[src/hdl/tncd_pkg.sv]
package tncd_pkg;
   // -----------------------------------------------------------------
   // command codes and field positions
   // -----------------------------------------------------------------
   localparam logic [7:0] CMD_CHAIN_TX_ACK = 8'h00;
   localparam logic [7:0] CMD_CANCEL_SEND  = 8'h01;
   localparam logic [7:0] CMD_CANCEL_LISTN = 8'h02;
   localparam logic [7:0] CMD_CHAIN_RX_ACK = 8'h08;
   localparam logic [2:0] OP_ARM_SEND      = 3'h3;
   localparam logic [2:0] OP_ARM_LISTEN    = 3'h4;
   localparam logic [2:0] OP_PKT_LEN       = 3'h5;
   localparam logic [2:0] OP_FLAG_WIPE     = 3'h6;
   localparam int         OP_LSB           = 0;
   localparam int         OP_MSB           = 2;
   localparam int         PAGE_LSB         = 3;
   localparam int         PAGE_MSB         = 4;
   localparam int         BCAST_BIT        = 7;
   localparam logic [7:0] BCAST_ID         = 8'h00;
   localparam int         LONG_BIT         = 3;
   localparam int         WIPE_POR_BIT     = 3;
   localparam int         WIPE_REBUILD_BIT = 4;
   // -----------------------------------------------------------------
   // diagnostic register layout and short packet limit
   // -----------------------------------------------------------------
   localparam int         DIAG_SELF_REBUILD = 7;
   localparam int         DIAG_RX_ACT      = 5;
   localparam int         DIAG_FOREIGN_TOK = 4;
   localparam logic [7:0] DIAG_RESET       = 8'h00;
   localparam int         SHORT_PKT_LIMIT  = 254;
endpackage

[src/hdl/tncd_cmd_if.sv]
`timescale 1ns/1ps
`default_nettype none
interface tncd_cmd_if;
   logic       strobe;
   logic [7:0] code;
   modport src (output strobe, output code);
   modport dst (input strobe, input code);
endinterface
`default_nettype wire

[src/hdl/tncd_core.sv]
`timescale 1ns/1ps
`default_nettype none
// What this block does
// - token timer expiry sets self reconfig bit
// - line transition sets receive activity bit
// - foreign token sets token seen bit
// - cancel send frees transmitter on token
// - cancel listen inhibits receiver on token
// - reception underway finishes despite cancel
// - arm send picks page for token
// - arm send clears free and acked
// - transmit completion sets free flag
// - acked flag set no later than free rises
// - arm listen clears inhibit, selects page
// - broadcast accepted only with b set
// - good reception sets inhibit flag
// - length command selects long or short
// - flag wipe clears power-up and rebuild
// - diagnostic read or reset clears bits
// - line idle timeout sets rebuild flag
module tncd_core (
   input  wire logic       clock,
   input  wire logic       sys_rst,
   input  wire logic       soft_rst,
   input  wire logic       cmd_wr,
   input  wire logic [7:0] cmd_data,
   input  wire logic       diag_rd,
   output var  logic [7:0] diag_data,
   input  wire logic       line_input,
   input  wire logic       token_timer_expired,
   input  wire logic       line_idle_expired,
   input  wire logic       foreign_token_seen,
   input  wire logic       token_received,
   input  wire logic       tx_done,
   input  wire logic       tx_ack_received,
   input  wire logic       rx_in_progress,
   input  wire logic       rx_good,
   input  wire logic [7:0] rx_dest_id,
   output var  logic       tx_pending,
   output var  logic [1:0] tx_page,
   output var  logic       rx_enabled,
   output var  logic [1:0] rx_page,
   output var  logic       rx_accept,
   output var  logic       accept_broadcast,
   output var  logic       long_packets,
   output var  logic       tx_free_flag,
   output var  logic       tx_acked_flag,
   output var  logic       rx_inhibited_flag,
   output var  logic       power_up_flag,
   output var  logic       net_rebuild_flag
);
   // -----------------------------------------------------------------
   // command decode
   // -----------------------------------------------------------------
   tncd_cmd_if cmd_bus ();
   assign cmd_bus.strobe = cmd_wr;
   assign cmd_bus.code   = cmd_data;

   logic is_cancel_send;
   logic is_cancel_listen;
   logic is_arm_send;
   logic is_arm_listen;
   logic is_pkt_len;
   logic is_flag_wipe;

   // chaining acks carry no meaning without the chaining engine
   tncd_cmd_decode u_dec (
      .cmd              (cmd_bus),
      .is_cancel_send   (is_cancel_send),
      .is_cancel_listen (is_cancel_listen),
      .is_arm_send      (is_arm_send),
      .is_arm_listen    (is_arm_listen),
      .is_pkt_len       (is_pkt_len),
      .is_flag_wipe     (is_flag_wipe),
      .is_chain_ack     ()
   );

   wire logic any_rst = sys_rst || soft_rst;

   // both arm commands carry the page in one field
   function automatic logic [1:0] page_field(input logic [7:0] code);
      return code[tncd_pkg::PAGE_MSB:tncd_pkg::PAGE_LSB];
   endfunction

   // -----------------------------------------------------------------
   // transmit side
   // -----------------------------------------------------------------
   logic       tx_pend_q;
   logic       tx_pend_d;
   logic       tx_active_q;
   logic       tx_active_d;
   logic       tx_cancel_q;
   logic       tx_cancel_d;
   logic       tx_free_q;
   logic       tx_free_d;
   logic       tx_acked_q;
   logic       tx_acked_d;
   logic [1:0] tx_page_q;
   logic [1:0] tx_page_d;

   wire logic tx_start = tx_pend_q && token_received;

   always_comb begin
      tx_pend_d   = tx_pend_q;
      tx_active_d = tx_active_q;
      tx_cancel_d = tx_cancel_q;
      tx_free_d   = tx_free_q;
      tx_acked_d  = tx_acked_q;
      tx_page_d   = tx_page_q;
      if (tx_start) begin
         tx_pend_d   = 1'b0;
         tx_active_d = 1'b1;
      end
      if (tx_active_q && tx_ack_received) begin
         tx_acked_d = 1'b1;
      end
      if (tx_active_q && tx_done) begin
         tx_active_d = 1'b0;
         tx_free_d   = 1'b1;
         // ack arriving with done still counts, set in the same cycle free rises
         tx_acked_d  = tx_acked_q || tx_ack_received;
      end
      if (tx_cancel_q && token_received) begin
         tx_cancel_d = 1'b0;
         tx_free_d   = 1'b1;
      end
      if (is_cancel_send) begin
         tx_pend_d   = 1'b0;
         tx_cancel_d = 1'b1;
      end
      if (is_arm_send) begin
         tx_page_d   = page_field(cmd_data);
         tx_pend_d   = 1'b1;
         tx_cancel_d = 1'b0;
         tx_free_d   = 1'b0;
         tx_acked_d  = 1'b0;
      end
   end

   always_ff @(posedge clock) begin
      if (any_rst) begin
         tx_pend_q   <= 1'b0;
         tx_active_q <= 1'b0;
         tx_cancel_q <= 1'b0;
         tx_free_q   <= 1'b1;
         tx_acked_q  <= 1'b0;
         tx_page_q   <= 2'h0;
      end else begin
         tx_pend_q   <= tx_pend_d;
         tx_active_q <= tx_active_d;
         tx_cancel_q <= tx_cancel_d;
         tx_free_q   <= tx_free_d;
         tx_acked_q  <= tx_acked_d;
         tx_page_q   <= tx_page_d;
      end
   end

   // -----------------------------------------------------------------
   // receive side
   // -----------------------------------------------------------------
   logic       rx_en_q;
   logic       rx_en_d;
   logic       rx_cancel_q;
   logic       rx_cancel_d;
   logic       rx_inh_q;
   logic       rx_inh_d;
   logic       bcast_q;
   logic       bcast_d;
   logic [1:0] rx_page_q;
   logic [1:0] rx_page_d;

   always_comb begin
      rx_en_d     = rx_en_q;
      rx_cancel_d = rx_cancel_q;
      rx_inh_d    = rx_inh_q;
      bcast_d     = bcast_q;
      rx_page_d   = rx_page_q;
      if (rx_en_q && rx_good) begin
         rx_en_d  = 1'b0;
         rx_inh_d = 1'b1;
      end
      // a cancel waits out a packet already underway
      if (rx_cancel_q && token_received && !rx_in_progress) begin
         rx_cancel_d = 1'b0;
         rx_en_d     = 1'b0;
         rx_inh_d    = 1'b1;
      end
      if (is_cancel_listen) begin
         rx_cancel_d = 1'b1;
      end
      if (is_arm_listen) begin
         rx_en_d     = 1'b1;
         rx_cancel_d = 1'b0;
         rx_inh_d    = 1'b0;
         rx_page_d   = page_field(cmd_data);
         bcast_d     = cmd_data[tncd_pkg::BCAST_BIT];
      end
   end

   always_ff @(posedge clock) begin
      if (any_rst) begin
         rx_en_q     <= 1'b0;
         rx_cancel_q <= 1'b0;
         rx_inh_q    <= 1'b1;
         bcast_q     <= 1'b0;
         rx_page_q   <= 2'h0;
      end else begin
         rx_en_q     <= rx_en_d;
         rx_cancel_q <= rx_cancel_d;
         rx_inh_q    <= rx_inh_d;
         bcast_q     <= bcast_d;
         rx_page_q   <= rx_page_d;
      end
   end

   // -----------------------------------------------------------------
   // packet acceptance
   // -----------------------------------------------------------------
   wire logic is_bcast = (rx_dest_id == tncd_pkg::BCAST_ID);
   assign rx_accept = rx_en_q && (!is_bcast || bcast_q);

   // -----------------------------------------------------------------
   // configuration and system flags
   // -----------------------------------------------------------------
   logic long_q;
   logic por_q;
   logic rebuild_q;

   always_ff @(posedge clock) begin
      if (any_rst) begin
         long_q <= 1'b0;
      end else if (is_pkt_len) begin
         long_q <= cmd_data[tncd_pkg::LONG_BIT];
      end
   end

   // reset itself raises the power-up flag
   always_ff @(posedge clock) begin
      if (any_rst) begin
         por_q <= 1'b1;
      end else if (is_flag_wipe && cmd_data[tncd_pkg::WIPE_POR_BIT]) begin
         por_q <= 1'b0;
      end
   end

   // a timeout in the wipe cycle wins over the clear
   always_ff @(posedge clock) begin
      if (any_rst) begin
         rebuild_q <= 1'b0;
      end else if (line_idle_expired) begin
         rebuild_q <= 1'b1;
      end else if (is_flag_wipe && cmd_data[tncd_pkg::WIPE_REBUILD_BIT]) begin
         rebuild_q <= 1'b0;
      end
   end

   // -----------------------------------------------------------------
   // diagnostic status
   // -----------------------------------------------------------------
   logic       line_prev_q;
   logic       self_rebuild_q;
   logic       rx_act_q;
   logic       tok_seen_q;
   logic [7:0] diag_word;

   wire logic line_edge = line_input ^ line_prev_q;

   // follows the line through reset too, so release brings no false edge
   always_ff @(posedge clock) begin
      line_prev_q <= line_input;
   end

   // set beats the read-clear so no event is lost
   always_ff @(posedge clock) begin
      if (any_rst) begin
         self_rebuild_q <= 1'b0;
         rx_act_q       <= 1'b0;
         tok_seen_q     <= 1'b0;
      end else begin
         self_rebuild_q <= token_timer_expired || (self_rebuild_q && !diag_rd);
         rx_act_q       <= line_edge || (rx_act_q && !diag_rd);
         tok_seen_q     <= foreign_token_seen || (tok_seen_q && !diag_rd);
      end
   end

   // undefined bits stay at the cleared level
   always_comb begin
      diag_word                              = tncd_pkg::DIAG_RESET;
      diag_word[tncd_pkg::DIAG_SELF_REBUILD] = self_rebuild_q;
      diag_word[tncd_pkg::DIAG_RX_ACT]       = rx_act_q;
      diag_word[tncd_pkg::DIAG_FOREIGN_TOK]  = tok_seen_q;
   end

   // read data is a flop, valid the cycle after diag_rd
   always_ff @(posedge clock) begin
      if (sys_rst) begin
         diag_data <= tncd_pkg::DIAG_RESET;
      end else if (diag_rd) begin
         diag_data <= diag_word;
      end
   end

   // -----------------------------------------------------------------
   // elaboration checks
   // -----------------------------------------------------------------
   // both page outputs are two bits, so the field must be too
   if (tncd_pkg::PAGE_MSB - tncd_pkg::PAGE_LSB != 1) begin : g_page_chk
      $error("page field width does not fit the page outputs");
   end
   // the opcode compare is three bits wide
   if (tncd_pkg::OP_MSB - tncd_pkg::OP_LSB != 2) begin : g_op_chk
      $error("opcode field width does not fit the decoder");
   end
   // broadcast flag and page share the arm listen code
   if (tncd_pkg::BCAST_BIT <= tncd_pkg::PAGE_MSB) begin : g_bcast_chk
      $error("broadcast bit overlaps the page field");
   end
   // one wipe write may clear both flags, so the selects must differ
   if (tncd_pkg::WIPE_POR_BIT == tncd_pkg::WIPE_REBUILD_BIT) begin : g_wipe_chk
      $error("flag wipe selects share one bit");
   end
   // a diagnostic bit placed twice would hide an event
   if (tncd_pkg::DIAG_SELF_REBUILD == tncd_pkg::DIAG_RX_ACT
       || tncd_pkg::DIAG_RX_ACT == tncd_pkg::DIAG_FOREIGN_TOK
       || tncd_pkg::DIAG_SELF_REBUILD == tncd_pkg::DIAG_FOREIGN_TOK) begin : g_diag_chk
      $error("diagnostic bit positions collide");
   end

   // -----------------------------------------------------------------
   // outputs
   // -----------------------------------------------------------------
   assign tx_pending        = tx_pend_q;
   assign tx_page           = tx_page_q;
   assign rx_enabled        = rx_en_q;
   assign rx_page           = rx_page_q;
   assign accept_broadcast  = bcast_q;
   assign long_packets      = long_q;
   assign tx_free_flag      = tx_free_q;
   assign tx_acked_flag     = tx_acked_q;
   assign rx_inhibited_flag = rx_inh_q;
   assign power_up_flag     = por_q;
   assign net_rebuild_flag  = rebuild_q;
endmodule
`default_nettype wire

[src/hdl/tncd_cmd_decode.sv]
`timescale 1ns/1ps
`default_nettype none
module tncd_cmd_decode (
   tncd_cmd_if.dst   cmd,
   output wire logic is_cancel_send,
   output wire logic is_cancel_listen,
   output wire logic is_arm_send,
   output wire logic is_arm_listen,
   output wire logic is_pkt_len,
   output wire logic is_flag_wipe,
   output wire logic is_chain_ack
);
   wire logic [2:0] op = cmd.code[tncd_pkg::OP_MSB:tncd_pkg::OP_LSB];
   wire logic       hi_zero = (cmd.code[7:5] == 3'h0);
   assign is_cancel_send   = cmd.strobe && cmd.code == tncd_pkg::CMD_CANCEL_SEND;
   assign is_cancel_listen = cmd.strobe && cmd.code == tncd_pkg::CMD_CANCEL_LISTN;
   assign is_arm_send      = cmd.strobe && hi_zero && op == tncd_pkg::OP_ARM_SEND;
   // broadcast bit lives in bit 7, so only bits 6:5 must be zero
   assign is_arm_listen    = cmd.strobe && cmd.code[6:5] == 2'h0
                             && op == tncd_pkg::OP_ARM_LISTEN;
   assign is_pkt_len       = cmd.strobe && cmd.code[7:4] == 4'h0
                             && op == tncd_pkg::OP_PKT_LEN;
   assign is_flag_wipe     = cmd.strobe && hi_zero && op == tncd_pkg::OP_FLAG_WIPE;
   assign is_chain_ack     = cmd.strobe && (cmd.code == tncd_pkg::CMD_CHAIN_TX_ACK
                             || cmd.code == tncd_pkg::CMD_CHAIN_RX_ACK);
endmodule
`default_nettype wire

[config.mk]
export PLATFORM = sky130hd
export DESIGN_NAME = tncd_core
export DESIGN_NICKNAME = d
export VERILOG_FILES = /design/src/hdl/tncd_pkg.sv /design/src/hdl/tncd_cmd_if.sv /design/src/hdl/tncd_core.sv /design/src/hdl/tncd_cmd_decode.sv
export SDC_FILE = /design/constraint.sdc
export NUM_CORES = 1
export LEC_CHECK = 0
export ABC_CLOCK_PERIOD_IN_PS = 1500
export BUFFER_PORTS_ARGS = -buffer_cell sky130_fd_sc_hd__buf_2
export CAP_MARGIN = 20
export CORE_MARGIN = 2
export CORE_UTILIZATION = 47
export CTS_CLUSTER_DIAMETER = 120
export DETAILED_ROUTE_END_ITERATION = 10
export PLACE_DENSITY = 0.83
export SLEW_MARGIN = 20
export SYNTH_ARGS = -nofsm -noshare
export SYNTH_HDL_FRONTEND = slang
export SYNTH_SLANG_ARGS = --single-unit
[constraint.sdc]
create_clock -name clock -period 1.5 [get_ports clock]
set_input_delay 0 -clock clock [delete_from_list [all_inputs] [get_ports clock]]
set_output_delay 0 -clock clock [all_outputs]
set_load 0.01 [all_outputs]
# After elaboration in Yosys (flattened, before gate mapping)
# Index checks and enable logic that the tools add are counted.
# op_classes
bitwise	1
mux	20
n_reduce_logical	45
n_eq_ne	6
# ops
operator	count
$logic_and A1 B1 Y1	22
$mux W1	20
$eq A3 B3 Y1 const B	3
$reduce_bool A3 Y1	3
$eq A8 B1 Y1 const B	1
$eq A8 B2 Y1 const B	1
$logic_not A8 Y1	1
$reduce_bool A2 Y1	4
$logic_or A1 B1 Y1	6
$reduce_or A2 Y1	3
$logic_not A4 Y1	1
$eq A3 B2 Y1 const B	1
$logic_not A1 Y1	3
$logic_not A3 Y1	1
$logic_not A2 Y1	1
$xor A1 B1 Y1	1
# word_totals
wordCells	91
output_inout_bits	22
register_bits	23

# Depth between registers and ports, before layout
# logic_depth
ltp_word	6
ltp_mapped	4

# Modules after synthesis
# From an unflattened synthesis, not the netlist that was laid out.
# unflattened
hier_cells	104
area_unflattened_um2	987.2
# modules_own_cells
module	n_inst	seq_area_each_um2	cells_each	area_each_um2
tncd_core	1	460.4	91	872.1
tncd_cmd_decode	1	0.0	13	115.1

# Least setup slack after synthesis
# OpenSTA, ideal clock, no wires.
# synth_path
path_kind	input to register
start	input port cmd_data[0]
end	register long_q, in the netlist long_packets
arrival_time_ns	0.808
path_stages	4
setup_ns	0.125
path_slack_ns	0.566
required_ns	1.375
cell_sequence	buf_4 -> or4b_1 -> o211ai_1 -> o31ai_1
# synth_between
elab_chain_cells	2
# synth_rtl
item	line	source
start: declaration	tncd_core.sv:26	input wire logic [7:0] cmd_data,
$eq A3 B3 Y1	tncd_cmd_decode.sv:22	&& op == tncd_pkg::OP_PKT_LEN;
$logic_and A1 B1 Y1	tncd_cmd_decode.sv:22	
end signal: assignment	tncd_core.sv:233	long_q <= cmd_data[tncd_pkg::LONG_BIT];
end: declaration	tncd_core.sv:225	logic long_q;
# Every way passes these cells.
# A chain may end at the register's enable or synchronous reset.

# Worst setup path in the final report
# layout_path
start	input port sys_rst
end	register rebuild_q, in the netlist net_rebuild_flag
# layout_between
elab_chain_cells	1
# layout_rtl
item	line	source
start: declaration	tncd_core.sv:23	input wire logic sys_rst,
$logic_or A1 B1 Y1	tncd_core.sv:78	wire logic any_rst = sys_rst || soft_rst;
end signal: assignment	tncd_core.sv:249	rebuild_q <= 1'b0;
end signal: assignment	tncd_core.sv:251	rebuild_q <= 1'b1;
end signal: assignment	tncd_core.sv:253	rebuild_q <= 1'b0;
end: declaration	tncd_core.sv:227	logic rebuild_q;
# Every way passes these cells.

==> metrics.md <==
| Metric | Value |
|---|---|
| Status | complete, but fails checks |
| Failing checks | hold timing |
| Num rows | 16 |
| Mapped cell area | 0.00101 sq mm |
| Largest family of logic cells by synthesized area | simple AND/OR/NAND/NOR gates |
| CTS Buf Count | 3 |
| Max Cap Violations | 0 |
| Max-slew violation count | 0 |
| Share of post-route cells with drive strength above 1 | 0.341 |
| Final net count | 201 |
| Gate Count Post-Synth | 112 |
| Initial core utilization | 0.504 |
| Critical path required time | 1.76 ns |
| Crit end category | flip-flop |
| CP Cell Sequence | dlygate4sd3_1, buf_2, nor2_2, buf_4, o21ai_0, a31oi_1, dlygate4sd3_1 |
| Detailed placement HPWL | 1890 microns |
| Hold path start | rx_good |
| Fin Clk Skew | 0.00295 ns |
| Critical Path Start Type | input port |
| Die area | 0.00253 sq mm |
| Post-synthesis sequential area ratio | 0.457 |
| Fill count | 180 |
| CTS tree | yes |
| WHS Endpoint | rx_enabled |
| VDD IR max | 0.590 mV |
| EDFF count, synth | 0 |
| Most common flop cell mapped by yosys | dfxtp_1 |
| Worst r2r path cells | 3 |
| Worst hold margin | -0.00438 ns |
| CP Buf/Inv Count | 4 |
| CTS clk-pin slew, worst paths | 0.12 ns |
| Simple-gate share of the synthesized area | 0.270 |
| Share of the synthesized area in the top cell type | 0.457 |
| Initial antenna violation count | 0 |
| Worst path slowest cell | dlygate4sd3_1 |
| P per Cell Area | 767 mW/mm^2 |
| Pin count of the biggest net entering global routing | 13 |
| Chip height | 50.3 microns |
| RSZ-0062 raised after global routing | no |
| Final setup fails | 0 |
| Synth Area in Compound Gates | 0.146 |
| Die width | 50.3 microns |
| GP Congestion | 0.792 |
| Gr ovfl total | 0 |
| First-pass GRT wire length | 4020 microns |
| H-tree Lvls | 1 |
| Final hold viol count | 2 |
| YS warnings | 0 |
| I/O Pins | 52 |
| Antenna diode count | 0 |
| Synth Area per Inst | 9.00 sq um |
| Fraction of registers with async set/reset | 0 |
| Vias in the first global route | 994 |
| Post-synth top area cell | dfxtp_1 |
| Clock period minus worst slack | 1.42 ns |
| Post-route clock period utilization | 0.947 |
| CTS Root Buffer Type | clkbuf_4 |
| Core box area | 0.00200 sq mm |
| Critical path's top delay family | buffers and inverters |
| Residual DRC | 0 |
| F_max | 0.704 GHz |
| Worst Path Arrival | 1.68 ns |
| FF-to-FF End | net_rebuild_flag |
| Top cells by area, synth | dfxtp_1 46%, nor2_1 5.2%, buf_4 4.5%, mux2i_1 4.0%, a21oi_1 3.5% |
| Total routed wirelength | 2540 microns |
| Yosys reg bits | 23 |
| DRT iter0 DRCs | 22 |
| GRT Util Overall | 0.204 |
| DRT antenna net count | 0 |
| Commonest cells in the synthesized netlist | 23 x dfxtp_1, 14 x nor2_1, 7 x a21oi_1, 7 x nand2_1 |
| Final setup TNS | 0 ns |
| Max incr delay on CP | 0.55 ns |
| IO Port Bufs | 46 |
| Count of cell types in the netlist | 35 |
| DR WL/cell | 12.9 microns |
| Critical R2R Launch | net_rebuild_flag |
| Most frequent CP cell | dlygate4sd3_1 |
| Clock latency on the worst-skew pair | 0.30 ns |
| Reg-to-reg slack, setup | 0.30 ns |
| Clock sinks | 23 |
| Vias per Instance | 5.26 |
| CP max FO | 5 |
| Synth Area in Adders | 0 |
| Crit Path Class | input port to flip-flop |
| Area delta synth->final | 36.2% |
| XOR/XNOR Fraction of Synth Area | 0.00868 |
| Leading cell type by number of instances after synthesis | dfxtp_1 |
| Total number of vias | 1036 |
| Hold path cells | 4 |
| Leak Pwr | 0.606 nW |
| Pre-antenna DRT Iters | 4 |
| Clock Tree Buf Depth | 2 |
| Hold Crit Class | input port to flip-flop |
| Mux contribution to synthesized area | 0.0509 |
-- metal layers --
metal,routed length [microns],vias up,GRT usage
met3,201,4,0.0357
met1,982,471,0.222
li1,-,512,-
met2,1330,49,0.384
met4,22,0,0.0811
met5,0,-,0
-- cell families after synthesis --
kind of cell	Yosys count
AOI/OAI and AO/OA	24
other	1
DFF	23
and+or+nand+nor	47
muxes	5
buffers and inverters	11
xor gates and xnor gates	1
-- state kept, by name (all words and copies together), names as in the netlist --
signal             cells
tok_seen_q             1
power_up_flag          1
net_rebuild_flag       1
rx_cancel_q            1
long_packets           1
rx_enabled             1
tx_pending             1
tx_acked_flag          1
tx_cancel_q            1
tx_free_flag           1
tx_page                2
line_prev_q            1
diag_data              3
self_rebuild_q         1
accept_broadcast       1
rx_act_q               1
rx_page                2
tx_active_q            1
rx_inhibited_flag      1
-- stage by stage --
step                      total power (W)   util  instances  instance area [sq um]  setup WS (ns)
after floorplan                  0.000703      -        116                   1020          0.567
after global placement           0.000756  0.621        182                   1240          0.449
after detailed placement         0.000760  0.621        182                   1240          0.372
after CTS                         0.00104  0.674        194                   1350         0.0365
after global routing              0.00110  0.686        197                   1370         0.0118
final                             0.00105  0.686        197                   1370         0.0788
-- power breakdown --
part	internal, W	total (W)	switching (W)
clock network	0.000104	0.000283	0.000179
logic	0.0000727	0.000146	0.0000735
registers	0.000620	0.000625	0.00000454
total	0.000797	0.00105	0.000257
-- placed cells by master (no fill, tap or decap) --
cell / Yosys / final
or3b_1: 1 / 1
nand2b_1: 3 / 3
nand3_1: 3 / 3
nor2_2: 0 / 1
nor2_1: 14 / 13
a32oi_1: 1 / 1
dlygate4sd3_1: 0 / 8
nor3b_2: 1 / 1
o211ai_1: 1 / 1
buf_4: 6 / 4
nand4bb_1: 2 / 2
or2_2: 1 / 1
a221oi_1: 1 / 1
clkbuf_4: 0 / 3
a211oi_1: 1 / 1
a31oi_1: 3 / 3
clkbuf_1: 2 / 1
nand4_1: 3 / 3
nand3b_1: 2 / 2
nor4_1: 1 / 1
dfxtp_1: 23 / 23
o21a_1: 1 / 1
nor4bb_1: 1 / 1
mux2_2: 1 / 1
and4bb_2: 1 / 1
nand2_1: 7 / 7
o31ai_1: 1 / 1
nor4b_1: 2 / 2
o21ai_0: 6 / 6
or4b_1: 1 / 1
conb_1: 1 / 5
mux2i_1: 4 / 4
a21o_1: 1 / 1
xor2_1: 1 / 1
a21oi_1: 7 / 7
nor3_1: 4 / 4
a41oi_1: 1 / 1
buf_2: 0 / 46
inv_1: 3 / 3
-- repair_timing --
item,in CTS,in global routing
hold buffers,8,0
endpoints found under the setup margin,0,1
gates resized for setup,0,1
hold endpoints to repair,10,0
setup buffers,0,3
-- worst max path at each step --
stage / startpoint / endpoint / slack, ns / depth (start not counted)
after floorplan: cmd_data[0] / long_packets / 0.57 / 4
after global placement: cmd_data[5] / tx_free_flag / 0.45 / 4
after detailed placement: cmd_data[4] / long_packets / 0.37 / 4
after CTS: sys_rst / net_rebuild_flag / 0.04 / 7
after global routing: sys_rst / net_rebuild_flag / 0.01 / 7
final: sys_rst / net_rebuild_flag / 0.08 / 7
-- worst reg2reg max path: cells and delay by family (launching register included) --
family	cells	cell delay, ns
compound gates	2	0.22
buf+inv	1	0.56
flops	1	0.32
-- layout make-up --
class / instances / area, sq um / share of cell area
multi-input combinational: 82 / 502 / 0.365
inverter: 3 / 11.3 / 0.00820
timing repair buffer: 58 / 340 / 0.248
tap: 27 / 33.8 / 0.0246
clock buffer: 4 / 26.3 / 0.0191
sequential: 23 / 460 / 0.335
No activity file was read; power rests on OpenSTA's default activity.
